==> src/mrr_pkg.sv <==
// Constants and encodings for the mode register read path
// How it works
// - MRR, MRW accepted during self-refresh exit
// - MRR, MRW accepted during refresh cycles
// - Six-bit address picks one of 64 registers
// - Register bits on DQ0-7 for first 4 UI
// - Remaining burst bits driven as zero
// - Strobe toggles for whole read burst
// - Mode register read burst is 16 UI unless the next queued read launches first
// - Same preamble and postamble as normal read
// - MRW to read-only register changes nothing
package mrr_pkg;
   localparam int       CA_W       = 6;
   localparam int       MA_W       = 6;
   localparam int       MR_DEPTH   = 64;
   localparam int       DAT_W      = 8;
   localparam int       DQ_W       = 16;
   localparam int       DMI_W      = 2;
   localparam int       UI_W       = 16;
   localparam int       FIFO_DEPTH = 8;
   localparam int       BURST_LEN  = 16;
   localparam int       OUT_UI     = 4;
   localparam int       PRE_UI     = 4;
   localparam int       POST_UI    = 1;
   localparam int       READ_LAT   = 14;
   localparam int       TMRR_NCK   = 8;
   localparam int       MRW_MIN_NS = 10;
   localparam int       MRD_MIN_NS = 14;
   localparam int       CLK_NS     = 10;
   localparam int       MRW_CYC    = (MRW_MIN_NS + CLK_NS - 1) / CLK_NS;
   localparam int       MRD_CYC    = (MRD_MIN_NS + CLK_NS - 1) / CLK_NS;
   localparam logic [4:0] CODE_MRR1 = 5'h0e;
   localparam logic [4:0] CODE_MRW1 = 5'h06;
   localparam logic [4:0] CODE_MRW2 = 5'h16;
   localparam logic [MA_W-1:0] RO_FIRST = 6'h05;
   localparam logic [MA_W-1:0] RO_LAST  = 6'h08;
   localparam logic [DAT_W-1:0] MR_RESET = 8'h00;
   localparam logic [UI_W-1:0] LAUNCH_UI = 16'h001c;
   localparam logic [UI_W-1:0] PRE_SPAN  = 16'h0004;
   localparam logic [4:0] BURST_LAST = 5'h0f;
   localparam logic [4:0] OUT_LAST   = 5'h03;
   localparam logic [4:0] PRE_LAST   = 5'h03;

   typedef enum logic [2:0]
   {
      CMD_IDLE = 3'b001,
      CMD_MRR  = 3'b010,
      CMD_MRW  = 3'b100
   } mrr_cmd_e;

   typedef enum logic [3:0]
   {
      SER_IDLE = 4'b0001,
      SER_PRE  = 4'b0010,
      SER_DATA = 4'b0100,
      SER_POST = 4'b1000
   } mrr_ser_e;
endpackage : mrr_pkg

==> src/mrr_readout.sv <==
// Mode register file, command capture and read burst serializer
`timescale 1ns/1ns
`default_nettype none

module mrr_fifo
#(
   parameter int WIDTH = 8,
   parameter int DEPTH = 8
)
(
   input  wire logic             clk,
   input  wire logic             rst,
   input  wire logic             in_valid,
   output logic                  in_ready,
   input  wire logic [WIDTH-1:0] in_data,
   output logic                  out_valid,
   input  wire logic             out_ready,
   output logic      [WIDTH-1:0] out_data
);
   localparam int AW = $clog2(DEPTH);
   logic [WIDTH-1:0] mem [DEPTH];
   logic [AW-1:0]    wr_ff;
   logic [AW-1:0]    rd_ff;
   logic [AW:0]      cnt_ff;
   wire              push = in_valid && in_ready;
   wire              pop  = out_valid && out_ready;

   assign in_ready  = (cnt_ff != (AW+1)'(DEPTH));
   assign out_valid = (cnt_ff != '0);
   assign out_data  = mem[rd_ff];

   always_ff @(posedge clk)
   begin
      if (push)
         mem[wr_ff] <= in_data;
   end

   always_ff @(posedge clk or posedge rst)
   begin
      if (rst)
      begin
         wr_ff  <= '0;
         rd_ff  <= '0;
         cnt_ff <= '0;
      end
      else
      begin
         if (push)
            wr_ff <= wr_ff + 1'b1;
         if (pop)
            rd_ff <= rd_ff + 1'b1;
         cnt_ff <= cnt_ff + (AW+1)'(push) - (AW+1)'(pop);
      end
   end
endmodule : mrr_fifo

module mrr_readout
   import mrr_pkg::*;
(
   input  wire logic                     clk,
   input  wire logic                     rst,
   input  wire logic                     ck,
   input  wire logic                     cs,
   input  wire logic [mrr_pkg::CA_W-1:0] ca,
   output logic      [mrr_pkg::DQ_W-1:0] dq_o,
   output logic                          dq_oe_n,
   output logic      [mrr_pkg::DMI_W-1:0] dmi_o,
   output logic                          dqs_t_o,
   output logic                          dqs_c_o,
   output logic                          dqs_oe_n,
   output logic                          mrr_drop
);
   // Pin synchronisers: stage one feeds only stage two
   logic [CA_W+1:0] s1_ff;
   logic [CA_W+1:0] s2_ff;
   logic            ck_d_ff;
   wire             ck_s  = s2_ff[CA_W+1];
   wire             cs_s  = s2_ff[CA_W];
   wire [CA_W-1:0]  ca_s  = s2_ff[CA_W-1:0];
   wire             rise  = ck_s && !ck_d_ff;
   wire             ui_tk = ck_s != ck_d_ff;

   // Command capture
   mrr_cmd_e        cmd_ff;
   logic [1:0]      ph_ff;
   logic [MA_W-1:0] wa_ff;
   logic [DAT_W-1:0] wd_ff;
   logic [UI_W-1:0] ui_ff;
   logic [DAT_W-1:0] mr_mem [MR_DEPTH];
   logic            drop_ff;

   wire first  = rise && cs_s;
   wire is_mrr1 = first && ca_s[4:0] == CODE_MRR1 && cmd_ff == CMD_IDLE;
   wire is_mrw1 = first && ca_s[4:0] == CODE_MRW1 && cmd_ff == CMD_IDLE;
   wire is_mrw2 = first && ca_s[4:0] == CODE_MRW2 && cmd_ff == CMD_MRW
                  && ph_ff == 2'd1;
   wire second = rise && !cs_s;
   wire mrr_go = second && cmd_ff == CMD_MRR;
   wire mrw_go = second && cmd_ff == CMD_MRW && ph_ff == 2'd2;
   wire ro_hit = (wa_ff >= RO_FIRST) && (wa_ff <= RO_LAST);
   wire [DAT_W-1:0] rd_val = mr_mem[ca_s];

   // Queue entry: launch UI index and register contents
   localparam int QW = UI_W + DAT_W;
   wire          q_in_rdy;
   wire          q_out_vld;
   wire [QW-1:0] q_out;
   logic         q_pop;
   wire [UI_W-1:0]  launch = ui_ff + LAUNCH_UI;
   wire [UI_W-1:0]  h_launch = q_out[QW-1:DAT_W];
   wire [DAT_W-1:0] h_data   = q_out[DAT_W-1:0];

   mrr_fifo #(.WIDTH(QW), .DEPTH(FIFO_DEPTH)) u_fifo
   (
      .clk       (clk),
      .rst       (rst),
      .in_valid  (mrr_go),
      .in_ready  (q_in_rdy),
      .in_data   ({launch, rd_val}),
      .out_valid (q_out_vld),
      .out_ready (q_pop),
      .out_data  (q_out)
   );

   always_ff @(posedge clk or posedge rst)
   begin
      if (rst)
      begin
         s1_ff   <= '0;
         s2_ff   <= '0;
         ck_d_ff <= 1'b0;
         ui_ff   <= '0;
      end
      else
      begin
         s1_ff   <= {ck, cs, ca};
         s2_ff   <= s1_ff;
         ck_d_ff <= ck_s;
         if (ui_tk)
            ui_ff <= ui_ff + 1'b1;
      end
   end

   // No refresh or self-refresh gating on these commands
   always_ff @(posedge clk or posedge rst)
   begin
      if (rst)
      begin
         cmd_ff  <= CMD_IDLE;
         ph_ff   <= '0;
         wa_ff   <= '0;
         wd_ff   <= '0;
         drop_ff <= 1'b0;
      end
      else
      begin
         case (cmd_ff)
            CMD_IDLE:
            begin
               if (is_mrr1)
                  cmd_ff <= CMD_MRR;
               else if (is_mrw1)
               begin
                  cmd_ff   <= CMD_MRW;
                  ph_ff    <= 2'd0;
                  wd_ff[7] <= ca_s[5];
               end
            end
            CMD_MRR:
            begin
               if (second)
                  cmd_ff <= CMD_IDLE;
            end
            CMD_MRW:
            begin
               if (second && ph_ff == 2'd0)
               begin
                  wa_ff <= ca_s;
                  ph_ff <= 2'd1;
               end
               else if (is_mrw2)
               begin
                  wd_ff[6] <= ca_s[5];
                  ph_ff    <= 2'd2;
               end
               else if (mrw_go)
                  cmd_ff <= CMD_IDLE;
            end
            default:
               cmd_ff <= CMD_IDLE;
         endcase
         // Queue full means the controller broke its spacing; flag it
         if (mrr_go && !q_in_rdy)
            drop_ff <= 1'b1;
      end
   end

   // Read-only registers ignore writes; contents reset to zero
   always_ff @(posedge clk or posedge rst)
   begin
      if (rst)
      begin
         for (int i = 0; i < MR_DEPTH; i++)
            mr_mem[i] <= MR_RESET;
      end
      else if (mrw_go && !ro_hit)
         mr_mem[wa_ff] <= {wd_ff[7:6], ca_s};
   end

   // Serializer runs on link UI ticks
   mrr_ser_e        ser_ff;
   logic [4:0]      cnt_ff;
   logic [DAT_W-1:0] dat_ff;
   logic            dqs_ff;
   logic            drv_ff;
   logic            sdrv_ff;
   wire             pre_now = q_out_vld && (ui_ff == h_launch - PRE_SPAN);
   wire             dat_now = q_out_vld && (ui_ff == h_launch);

   assign q_pop = ui_tk && dat_now &&
                  (ser_ff == SER_PRE || ser_ff == SER_DATA ||
                   ser_ff == SER_IDLE || ser_ff == SER_POST);

   always_ff @(posedge clk or posedge rst)
   begin
      if (rst)
      begin
         ser_ff  <= SER_IDLE;
         cnt_ff  <= '0;
         dat_ff  <= '0;
         dqs_ff  <= 1'b0;
         drv_ff  <= 1'b0;
         sdrv_ff <= 1'b0;
      end
      else if (ui_tk)
      begin
         if (q_pop)
         begin
            ser_ff  <= SER_DATA;
            cnt_ff  <= '0;
            dat_ff  <= h_data;
            drv_ff  <= 1'b1;
            sdrv_ff <= 1'b1;
            dqs_ff  <= (ser_ff == SER_IDLE) ? 1'b0 : ~dqs_ff;
         end
         else
         begin
            case (ser_ff)
               SER_IDLE:
               begin
                  if (pre_now)
                  begin
                     ser_ff  <= SER_PRE;
                     cnt_ff  <= '0;
                     sdrv_ff <= 1'b1;
                     dqs_ff  <= 1'b0;
                  end
               end
               SER_PRE:
               begin
                  cnt_ff <= cnt_ff + 1'b1;
                  dqs_ff <= ~dqs_ff;
               end
               SER_DATA:
               begin
                  cnt_ff <= cnt_ff + 1'b1;
                  dqs_ff <= ~dqs_ff;
                  if (cnt_ff == OUT_LAST)
                     dat_ff <= '0;
                  if (cnt_ff == BURST_LAST)
                  begin
                     ser_ff <= SER_POST;
                     drv_ff <= 1'b0;
                     dqs_ff <= 1'b0;
                  end
               end
               SER_POST:
               begin
                  ser_ff  <= pre_now ? SER_PRE : SER_IDLE;
                  cnt_ff  <= '0;
                  sdrv_ff <= pre_now;
               end
               default:
                  ser_ff <= SER_IDLE;
            endcase
         end
      end
   end

   // Each of DQ0-7 carries one register bit for four UI; upper lanes stay zero
   assign dq_o     = {{(DQ_W-DAT_W){1'b0}}, dat_ff};
   assign dmi_o    = '0;
   assign dq_oe_n  = ~drv_ff;
   assign dqs_t_o  = dqs_ff;
   assign dqs_c_o  = ~dqs_ff;
   assign dqs_oe_n = ~sdrv_ff;
   assign mrr_drop = drop_ff;
endmodule : mrr_readout

`default_nettype wire

==> config.mk <==
export PLATFORM = sky130hd
export DESIGN_NAME = mrr_readout
export DESIGN_NICKNAME = d
export VERILOG_FILES = /design/src/mrr_pkg.sv /design/src/mrr_readout.sv
export SDC_FILE = /design/constraint.sdc
export NUM_CORES = 1
export LEC_CHECK = 0
export BUFFER_PORTS_ARGS = -buffer_cell sky130_fd_sc_hd__buf_2
export CORE_MARGIN = 1.5
export CORE_UTILIZATION = 50
export DETAILED_ROUTE_END_ITERATION = 10
export PLACE_DENSITY = 0.63
export SETUP_SLACK_MARGIN = 0.15
export SYNTH_ARGS = -nofsm -noshare
export SYNTH_HDL_FRONTEND = slang
export SYNTH_SLANG_ARGS = --single-unit
==> constraint.sdc <==
create_clock -name clk -period 42.2 [get_ports clk]
set_input_delay 2.11 -clock clk [delete_from_list [all_inputs] [get_ports clk]]
set_output_delay 2.11 -clock clk [all_outputs]
set_load 0.02 [all_outputs]
# [Word-level counts from Yosys, hierarchy flattened]
# Memory sizes are Yosys's and may differ from the RTL's.
# Cells that the tools add are included.
[word_totals] reg_bits=589 ramBits=192 in_bits=10 out_inout_bits=23 elab_cells=227 n_memories=1
[memory_table] name="u_fifo.mem" words=8 width=24 rd=1 rd_clocked_by_memory_dff=0 wr=1 line_no="mrr_readout.sv:21" rtl="logic [WIDTH-1:0] mem [DEPTH];"
[classes] addsub=8 n_lt_le_gt_ge=5 eq_ne=29 n_mux=42 bitwise_logic=7 n_reduce_logical=52
[ops] operator="$bwmux 512" count=1
[ops] operator="$bmux 8 s6" count=1
[ops] operator="$demux 8 s6" count=1
[ops] operator="$mux 8" count=6
[ops] operator="$eq 16x16->1" count=2
[ops] operator="$logic_and 1x1->1" count=24
[ops] operator="$reduce_and 3->1" count=7
[ops] operator="$mux 3" count=6
[ops] operator="$add 16x1->16 const B" count=1
[ops] operator="$add 16x5->16 const B" count=1
[ops] operator="$pmux 4 s4" count=1
[ops] operator="$sub 16x3->16 const B" count=1
[ops] operator="$pmux 5 s3" count=1
[ops] operator="$ge 7x7->1 const B" count=2
[ops] operator="$not 6->7" count=2
[ops] operator="$mux 4" count=3
[ops] operator="$ne 2x2->1 const B" count=6
[ops] operator="$reduce_bool 4->1" count=3
[ops] operator="$mux 1" count=11
[ops] operator="$eq 5x4->1 const B" count=2
[ops] operator="$mux 2" count=5
[ops] operator="$mux 5" count=2
[ops] operator="$pmux 3 s3" count=1
[ops] operator="$reduce_and 4->1" count=2
[ops] operator="other kinds (37)" count=51

# [Logic depth before layout (Yosys ltp)]
# Gate-level depths: netlist (run 1).
[logic_depth] word_depth=9 depth_mapped=18 mapped_depth_nobuf=15

# [Modules after synthesis]
# Synthesis (run 1) repeated with hierarchy kept, for this count alone.
[hier_totals] hier_cells=2127 area_unflattened_um2=34563.1
[by_module_without_submodules] mod="mrr_readout" n_inst=1 cells_per_inst=1793 area_each_um2=26724.4 seq_area_each_um2=14491.4
[by_module_without_submodules] mod="mrr_fifo" n_inst=1 cells_per_inst=334 area_each_um2=7838.8 seq_area_each_um2=6015.8

# [Least setup slack after synthesis (run 1)]
# No wires, ideal clock.
[synth_path] kind="flip-flop to flip-flop" from="register u_fifo.rd_ff[0]" to="register u_fifo.cnt_ff[2]" setup_time_ps=123 arrival_time_ps=3663 required_time_ps=42077 slack_ps=38414 stages_incl_launch_ff=18 path_buffers=4 period_less_slack_ps=3786 cell_sequence="dfrtp_1 > buf_2 > buf_6 > buf_4 > buf_2 > mux2i_1 > xor2_1 > nand3_1 > or3_1 > nor4_2 > nand2b_1 > inv_1 > ha_1 > inv_1 > ha_1 > inv_1 > fa_1 > xnor2_1"
[synth_between] elab_chain_cells=7
[synth_rtl] element="from (decl)" line_no="mrr_readout.sv:23" rtl="logic [AW-1:0] rd_ff;"
[synth_rtl] element="from (signal assigned)" line_no="mrr_readout.sv:51" rtl="rd_ff <= rd_ff + 1'b1;"
[synth_rtl] element="$mem_v2 8x24"
[synth_rtl] element="$eq 16x16->1" line_no="mrr_readout.sv:218" rtl="wire dat_now = q_out_vld && (ui_ff == h_launch);"
[synth_rtl] element="$logic_and 1x1->1" line_no="mrr_readout.sv:218"
[synth_rtl] element="$logic_and 1x1->1 (2 in series)" line_no="mrr_readout.sv:220" rtl="assign q_pop = ui_tk && dat_now &&"
[synth_rtl] element="$logic_and 1x1->1" line_no="mrr_readout.sv:26" rtl="wire pop = out_valid && out_ready;"
[synth_rtl] element="named net u_fifo.pop" line_no="mrr_readout.sv:26"
[synth_rtl] element="$sub 4x1->4" line_no="mrr_readout.sv:52" rtl="cnt_ff <= cnt_ff + (AW+1)'(push) - (AW+1)'(pop);"
[synth_rtl] element="to (signal assigned)" line_no="mrr_readout.sv:52"
[synth_rtl] element="to (decl)" line_no="mrr_readout.sv:24" rtl="logic [AW:0] cnt_ff;"
# The timed path passes the listed nets, and every way through them passes these cells.
# A chain may end at the register's enable or synchronous reset.

# [Worst setup path in the final report (run 1)]
[layout_path] from="register u_fifo.rd_ff[1]" to="register u_fifo.cnt_ff[2]"
# Same word-level chain as after synthesis.

==> reports/results.txt, run 1 <==
worst skew pair latency: 640 ps
clock root buffer: clkbuf_16
max cap viols: 0
detailed-placement wirelength estimate: 46,600 um
Final Slew Violations: 0
Post-Syn Area: 34,600 sq um
CP max stage delay: 730 ps
Synth cell types: 73
Total GRT Usage: 0.224
First-pass DRT Iterations: 5
initial antenna violation count: 1
Via density: 5.81
crit-path cells: buf_4, mux4_2, mux2i_1, xor2_1, nand3_1, or3_1, nor4_2, nand2b_1, inv_1, ha_1, inv_1, ha_1, inv_1, fa_1, xnor2_1
Largest delay share family, worst path: simple AND/OR/NAND/NOR gates
number of DRC markers in iteration 0: 1,127
Tightest Pin Transition: 1240 ps
# port buffers: 22
# setup viols final: 0
CTS hold repair buffers: 0
RSZ-0062 raised after global routing: false
total wire length: 75,400 um
ys async rst share: 0.754
Adder-Cell Fraction of Synth Area: 0.00600
Yosys reg bits: 781
Worst Clk Skew: 24.6 ps
remaining antenna violation count: 0
Final Util: 0.558
Finished Layout Cells: 3,144
share of post-route cells with drive strength above 1: 0.406
Post-synth EDFFs: 192
CTS clock-pin slew for the worst setup and hold paths: 60 ps
DRC: 0
Clock Tree Buf Depth: 3
fin crit share: 0.132
Post-Synthesis Cells: 2,176
RePlAce Congestion: 0.855
type of the worst min-delay path: register to register
highest clock rate: 179 MHz
H-tree depth: 3
LEAKAGE: 16.7 nW
placed insts: 2,989
# IOs: 33
XOR/XNOR Fraction of Synth Area: 0.0137
Layout fillers: 5,442
Initial Util: 0.505
Simple-Gate Fraction of Synth Area: 0.0409
wire per inst: 24.0 um
Max rail drop VDD: 39.3 uV
Die Area: 70,800 sq um
via count of the first global-routing pass: 19,600
Tmin final: 5580 ps
kind of critical path: register to register
Nets: 2,171
area taken by multi-input logic gates: 13,300 sq um
Synth Area in Compound Gates: 0.0171
power consumption: 1.65 mW
first-pass GRT wire length: 120,000 um
final hold violations: 0
DR vias: 18,300
critical path's slowest cell: nand2b_1
top_reg_cell synth: dfrtp_1
cts repair resizes: 0
die width: 266 um
GRT overflow: 0
yosys warns: 0
most frequent CP cell: inv_1
status: completed
Row Count: 96
Area growth syn-to-layout: 10.6%
register area: 20,500 sq um
CTS sink count: 781
CTS tree: built
Relative slew margins: 0.172
most common cell after layout, fill and taps aside: dfrtp_1
Post-CTS Setup Bufs: 0
worst path arrival time: 6080 ps
WHS: 345 ps
largest family of logic cells by synthesized area: multiplexers
Crit. End Element: register
most frequent cells in the layout: dfrtp_1 (576), mux2_2 (490), mux4_2 (197), edfxtp_1 (192), clkbuf_16 (86)
critical-path maximum fanout: 50
number of diodes: 0
pwr/cell area: 43.0 nW/um^2
mux share of post-synthesis cell area: 0.305
total negative setup slack: 0 ps
synthesized area per cell: 15.9 sq um
largest net degree at the start of global routing: 137
CP required: 42,700 ps
core area: 68,600 sq um
CTS Buf Count: 84
Seq/Total Area, Yosys: 0.592
Die Y: 266 um
CP Launch Type: register
Buf/Inv on CP: 4
==> layer usage <==
layer / share of wire / global-route usage / up-vias / routed length, um
met1: 0.44 / 0.310 / 9798 / 33300
met3: 0.032 / 0.0323 / 118 / 2400
met5: 0 / 0 / - / 0
met4: 0.026 / 0.0668 / 0 / 1990
li1: - / - / 8046 / -
met2: 0.50 / 0.370 / 291 / 37700
==> final cells by class <==
cell class | instances | area share
clock buffer | 124 | 0.0634
clock inverter | 30 | 0.0100
inverter | 30 | 0.00314
multi-input combinational | 1197 | 0.348
sequential | 781 | 0.537
tap | 931 | 0.0304
timing repair buffer | 51 | 0.00883
==> final timing paths <==
check                                         to  depth (start not counted)  slack (ps)            start
worst min register to register          s2_ff[1]                          0         340         s1_ff[1]
worst min-delay path                    s2_ff[1]                          0         340         s1_ff[1]
min in group asynchronous              dat_ff[2]                          2        1560              rst
worst max-delay path            u_fifo.cnt_ff[2]                         15       36620  u_fifo.rd_ff[1]
max in group asynchronous            mr_mem[153]                          5       37320              rst
worst max register to register  u_fifo.cnt_ff[2]                         15       36620  u_fifo.rd_ff[1]
==> kinds of logic (layout without fill, tap and decap cells) <==
family	Yosys count	count (layout)
other	1	10
buffers and inverters	207	235
AND/OR/NAND/NOR	290	290
adder cells (fa/ha/maj)	16	16
flip-flops	781	781
AO/OA/AOI/OAI	81	81
XOR/XNOR	54	54
multiplexers	746	746
==> cell usage after synthesis (7+ instances only) <==
master    instances  share of area
buf_1            17         0.0018
edfxtp_1        192           0.17
nand2b_1         14         0.0025
inv_1            29         0.0031
buf_4            15         0.0033
nor3_1           18         0.0026
mux2_2          490           0.16
o21ai_1          11         0.0016
buf_2             8         0.0012
o21ai_0           7         0.0010
xor2_1           19         0.0048
nand2_1          75         0.0081
clkbuf_1        135          0.015
nor2_1           80         0.0087
a21oi_1          11         0.0016
mux4_2          197           0.13
mux2i_1          57          0.016
a22oi_1          12         0.0026
dfrtp_1         587           0.42
ha_1             15         0.0054
nor2b_1          13         0.0023
nand4_1           7         0.0013
nand3_1          34         0.0049
xnor2_1          35         0.0089
==> worst reg2reg max path, delay by kind of cell, from the launching register on <==
kind | cells | cell delay [ps]
AND/OR/NAND/NOR | 4 | 1720
buffers and inverters | 4 | 1150
multiplexers | 2 | 1000
XOR/XNOR | 2 | 440
adder cells (fa/ha/maj) | 3 | 820
flip-flops | 1 | 340
==> through the flow <==
stage / instance area [sq um] / setup slack [ps]
after detailed placement: 35500 / 36550
after global routing: 38300 / 36080
after CTS: 38300 / 36550
after floorplan: 34600 / 23610
final: 38300 / 36620
after global placement: 35500 / 36650
==> sequential cells by signal, indices dropped and copies added, names as in the netlist <==
name and cells:
u_fifo.rd_ff 3, ph_ff 2, s2_ff 8, mr_mem 512
cnt_ff 5, drv_ff 1, u_fifo.wr_ff 3, ck_d_ff 1
wa_ff 6, mrr_drop 1, u_fifo.mem 192, u_fifo.cnt_ff 4
ui_ff 16, dat_ff 8, cmd_ff 3, dqs_t_o 1
s1_ff 8, wd_ff 2, ser_ff 4, sdrv_ff 1
==> power breakdown <==
part	internal [mW]	switching, mW	total (mW)
clock	0.448	0.298	0.746
sequential	0.792	0.0185	0.811
combinational	0.0294	0.0599	0.0893
Note: power is estimated with default switching activity, not from simulation.
==> run 2: changes to the inputs <==
--- a/config.mk
+++ b/config.mk
@@ -9,7 +9,7 @@
 export CORE_MARGIN = 1.5
 export CORE_UTILIZATION = 50
 export DETAILED_ROUTE_END_ITERATION = 10
-export PLACE_DENSITY = 0.63
+export PLACE_DENSITY = 0.66
 export SETUP_SLACK_MARGIN = 0.15
 export SYNTH_ARGS = -nofsm -noshare
 export SYNTH_HDL_FRONTEND = slang
==> constraint.sdc (replaced) <==
create_clock -name clk -period 4.7 [get_ports clk]
set_input_delay 0.235 -clock clk [delete_from_list [all_inputs] [get_ports clk]]
set_output_delay 0.235 -clock clk [all_outputs]
set_load 0.02 [all_outputs]
==> reports/results.txt, run 2 (synthesis gave the netlist of run 1 again) <==
core area: 68,600 sq um
CTS clock-pin slew for the worst setup and hold paths: 60 ps
die width: 266 um
most common cell after layout, fill and taps aside: dfrtp_1
Initial Util: 0.505
reg2reg end: cnt_ff[1]
register area: 20,500 sq um
# IOs: 33
top flop regs: mr_mem (512), u_fifo.mem (192), ui_ff (16)
most frequent cells in the layout: dfrtp_1 (576), mux2_2 (490), mux4_2 (197), edfxtp_1 (192), clkbuf_16 (84)
worst path arrival time: 4870 ps
status: completed
final hold violations: 0
register with the most flip-flops: mr_mem
largest net degree at the start of global routing: 166
worst skew pair latency: 640 ps
CP required: 5250 ps
Post-CTS Setup Bufs: 0
via count of the first global-routing pass: 19,600
# setup viols final: 0
Tmin final: 4320 ps
share of post-route cells with drive strength above 1: 0.409
Total GRT Usage: 0.221
first-pass GRT wire length: 119,000 um
clock root buffer: clkbuf_16
H-tree depth: 3
initial antenna violation count: 3
Worst Reg-to-Reg Cells: 11
worst reg-to-reg setup slack: 380 ps
Max rail drop VDD: 261 uV
Clock Tree Buf Depth: 3
wire per inst: 23.8 um
CTS Buf Count: 83
launching point of the worst reg2reg path: u_fifo.rd_ff[0]
pre-CTS WS: 481 ps
max cap viols: 0
remaining antenna violation count: 0
Relative slew margins: 0.171
type of the worst min-delay path: input port to async pin
Final Slew Violations: 0
Die Y: 266 um
Largest register FFs: 512
area taken by multi-input logic gates: 13,300 sq um
DRC: 0
Tightest Pin Transition: 1240 ps
Via density: 5.85
Row Count: 96
detailed-placement wirelength estimate: 47,500 um
GRT overflow: 0
critical-path maximum fanout: 21
Area growth syn-to-layout: 11.0%
LEAKAGE: 16.8 nW
RePlAce Congestion: 0.878
Worst Clk Skew: 33.2 ps
Layout fillers: 5,311
Die Area: 70,800 sq um
RSZ-0062 raised after global routing: false
power consumption: 14.4 mW
fin crit share: 0.919
kind of critical path: register to register
CTS sink count: 781
cts repair resizes: 0
Nets: 2,191
First-pass DRT Iterations: 5
total wire length: 75,200 um
number of diodes: 0
CP Launch Type: register
DR vias: 18,500
pwr/cell area: 374 nW/um^2
CTS tree: built
Crit. End Element: register
highest clock rate: 231 MHz
# port buffers: 22
final worst slack: 380 ps
number of DRC markers in iteration 0: 1,363
## run 2: cell types whose count changed in the layout (fill, tap and decap cells not counted), sizes merged
cell         previous run  this run
clkinvlp                1         3
clkinv                 19        23
inv                    32        30
bufinv                  8         2
clkbuf                125       126
buf                    50        63
dlygate4sd3             0         9
## run 2: cell type report
type	instances	share of cell area
Timing Repair Buffer	72	0.0165
Multi-Input combinational cell	1197	0.346
Clock inverter	28	0.00622
Sequential cell	781	0.534
Clock buffer	126	0.0635
Tap cell	931	0.0303
Inverter	30	0.00303
## run 2: worst max-delay path by stage
stage / slack [ps] / endpoint / startpoint / cells after the start
global placement: 600 / u_fifo.cnt_ff[1] / u_fifo.rd_ff[1] / 16
floorplan: -3560 / ck_d_ff / rst / 1
finish: 380 / cnt_ff[1] / u_fifo.rd_ff[0] / 11
CTS: 470 / cnt_ff[1] / u_fifo.rd_ff[0] / 11
global route: 180 / cnt_ff[1] / u_fifo.rd_ff[0] / 11
detailed placement: 480 / cnt_ff[1] / u_fifo.rd_ff[0] / 11
## run 2: critical path: stages, from the launching register on
cell and delay, ps:
dfrtp_2 680, mux4_2 560, mux2i_1 370, ha_1 280, o21a_1 200, nand4_1 320
o311ai_0 510, nand4_1 230, or3_4 400, o21ai_4 260, and2_4 240, mux2i_1 180
## run 2: per-stage QoR
step                 util  cells  hold WS (ps)  cell area, sq um  setup TNS [ps]
floorplan               -   2185           266             34600        -2093930
global placement    0.520   3002           245             35700               0
detailed placement  0.520   3002           249             35700               0
CTS                 0.560   3165           140             38400               0
global route        0.560   3165           171             38400               0
finish              0.560   3165           158             38400               0
## run 2: layer usage
metal / global-route usage / up-vias / part of all wire
met5: 0 / - / 0.00017
met4: 0.0708 / 2 / 0.029
met3: 0.0426 / 126 / 0.048
met2: 0.352 / 399 / 0.48
met1: 0.309 / 9892 / 0.44
li1: - / 8084 / -
## run 2: repair_timing
| item | in CTS | in global routing |
|---|---|---|
| endpoints found under the hold margin | 12 | 0 |
| setup endpoints to repair | 0 | 0 |
| hold buffers | 9 | 0 |
## run 2: power breakdown
part,total (mW),switching (mW),internal (mW)
sequential,7.28,0.172,7.11
clock,6.37,2.67,3.70
combinational,0.727,0.483,0.244
total,14.4,3.32,11.1
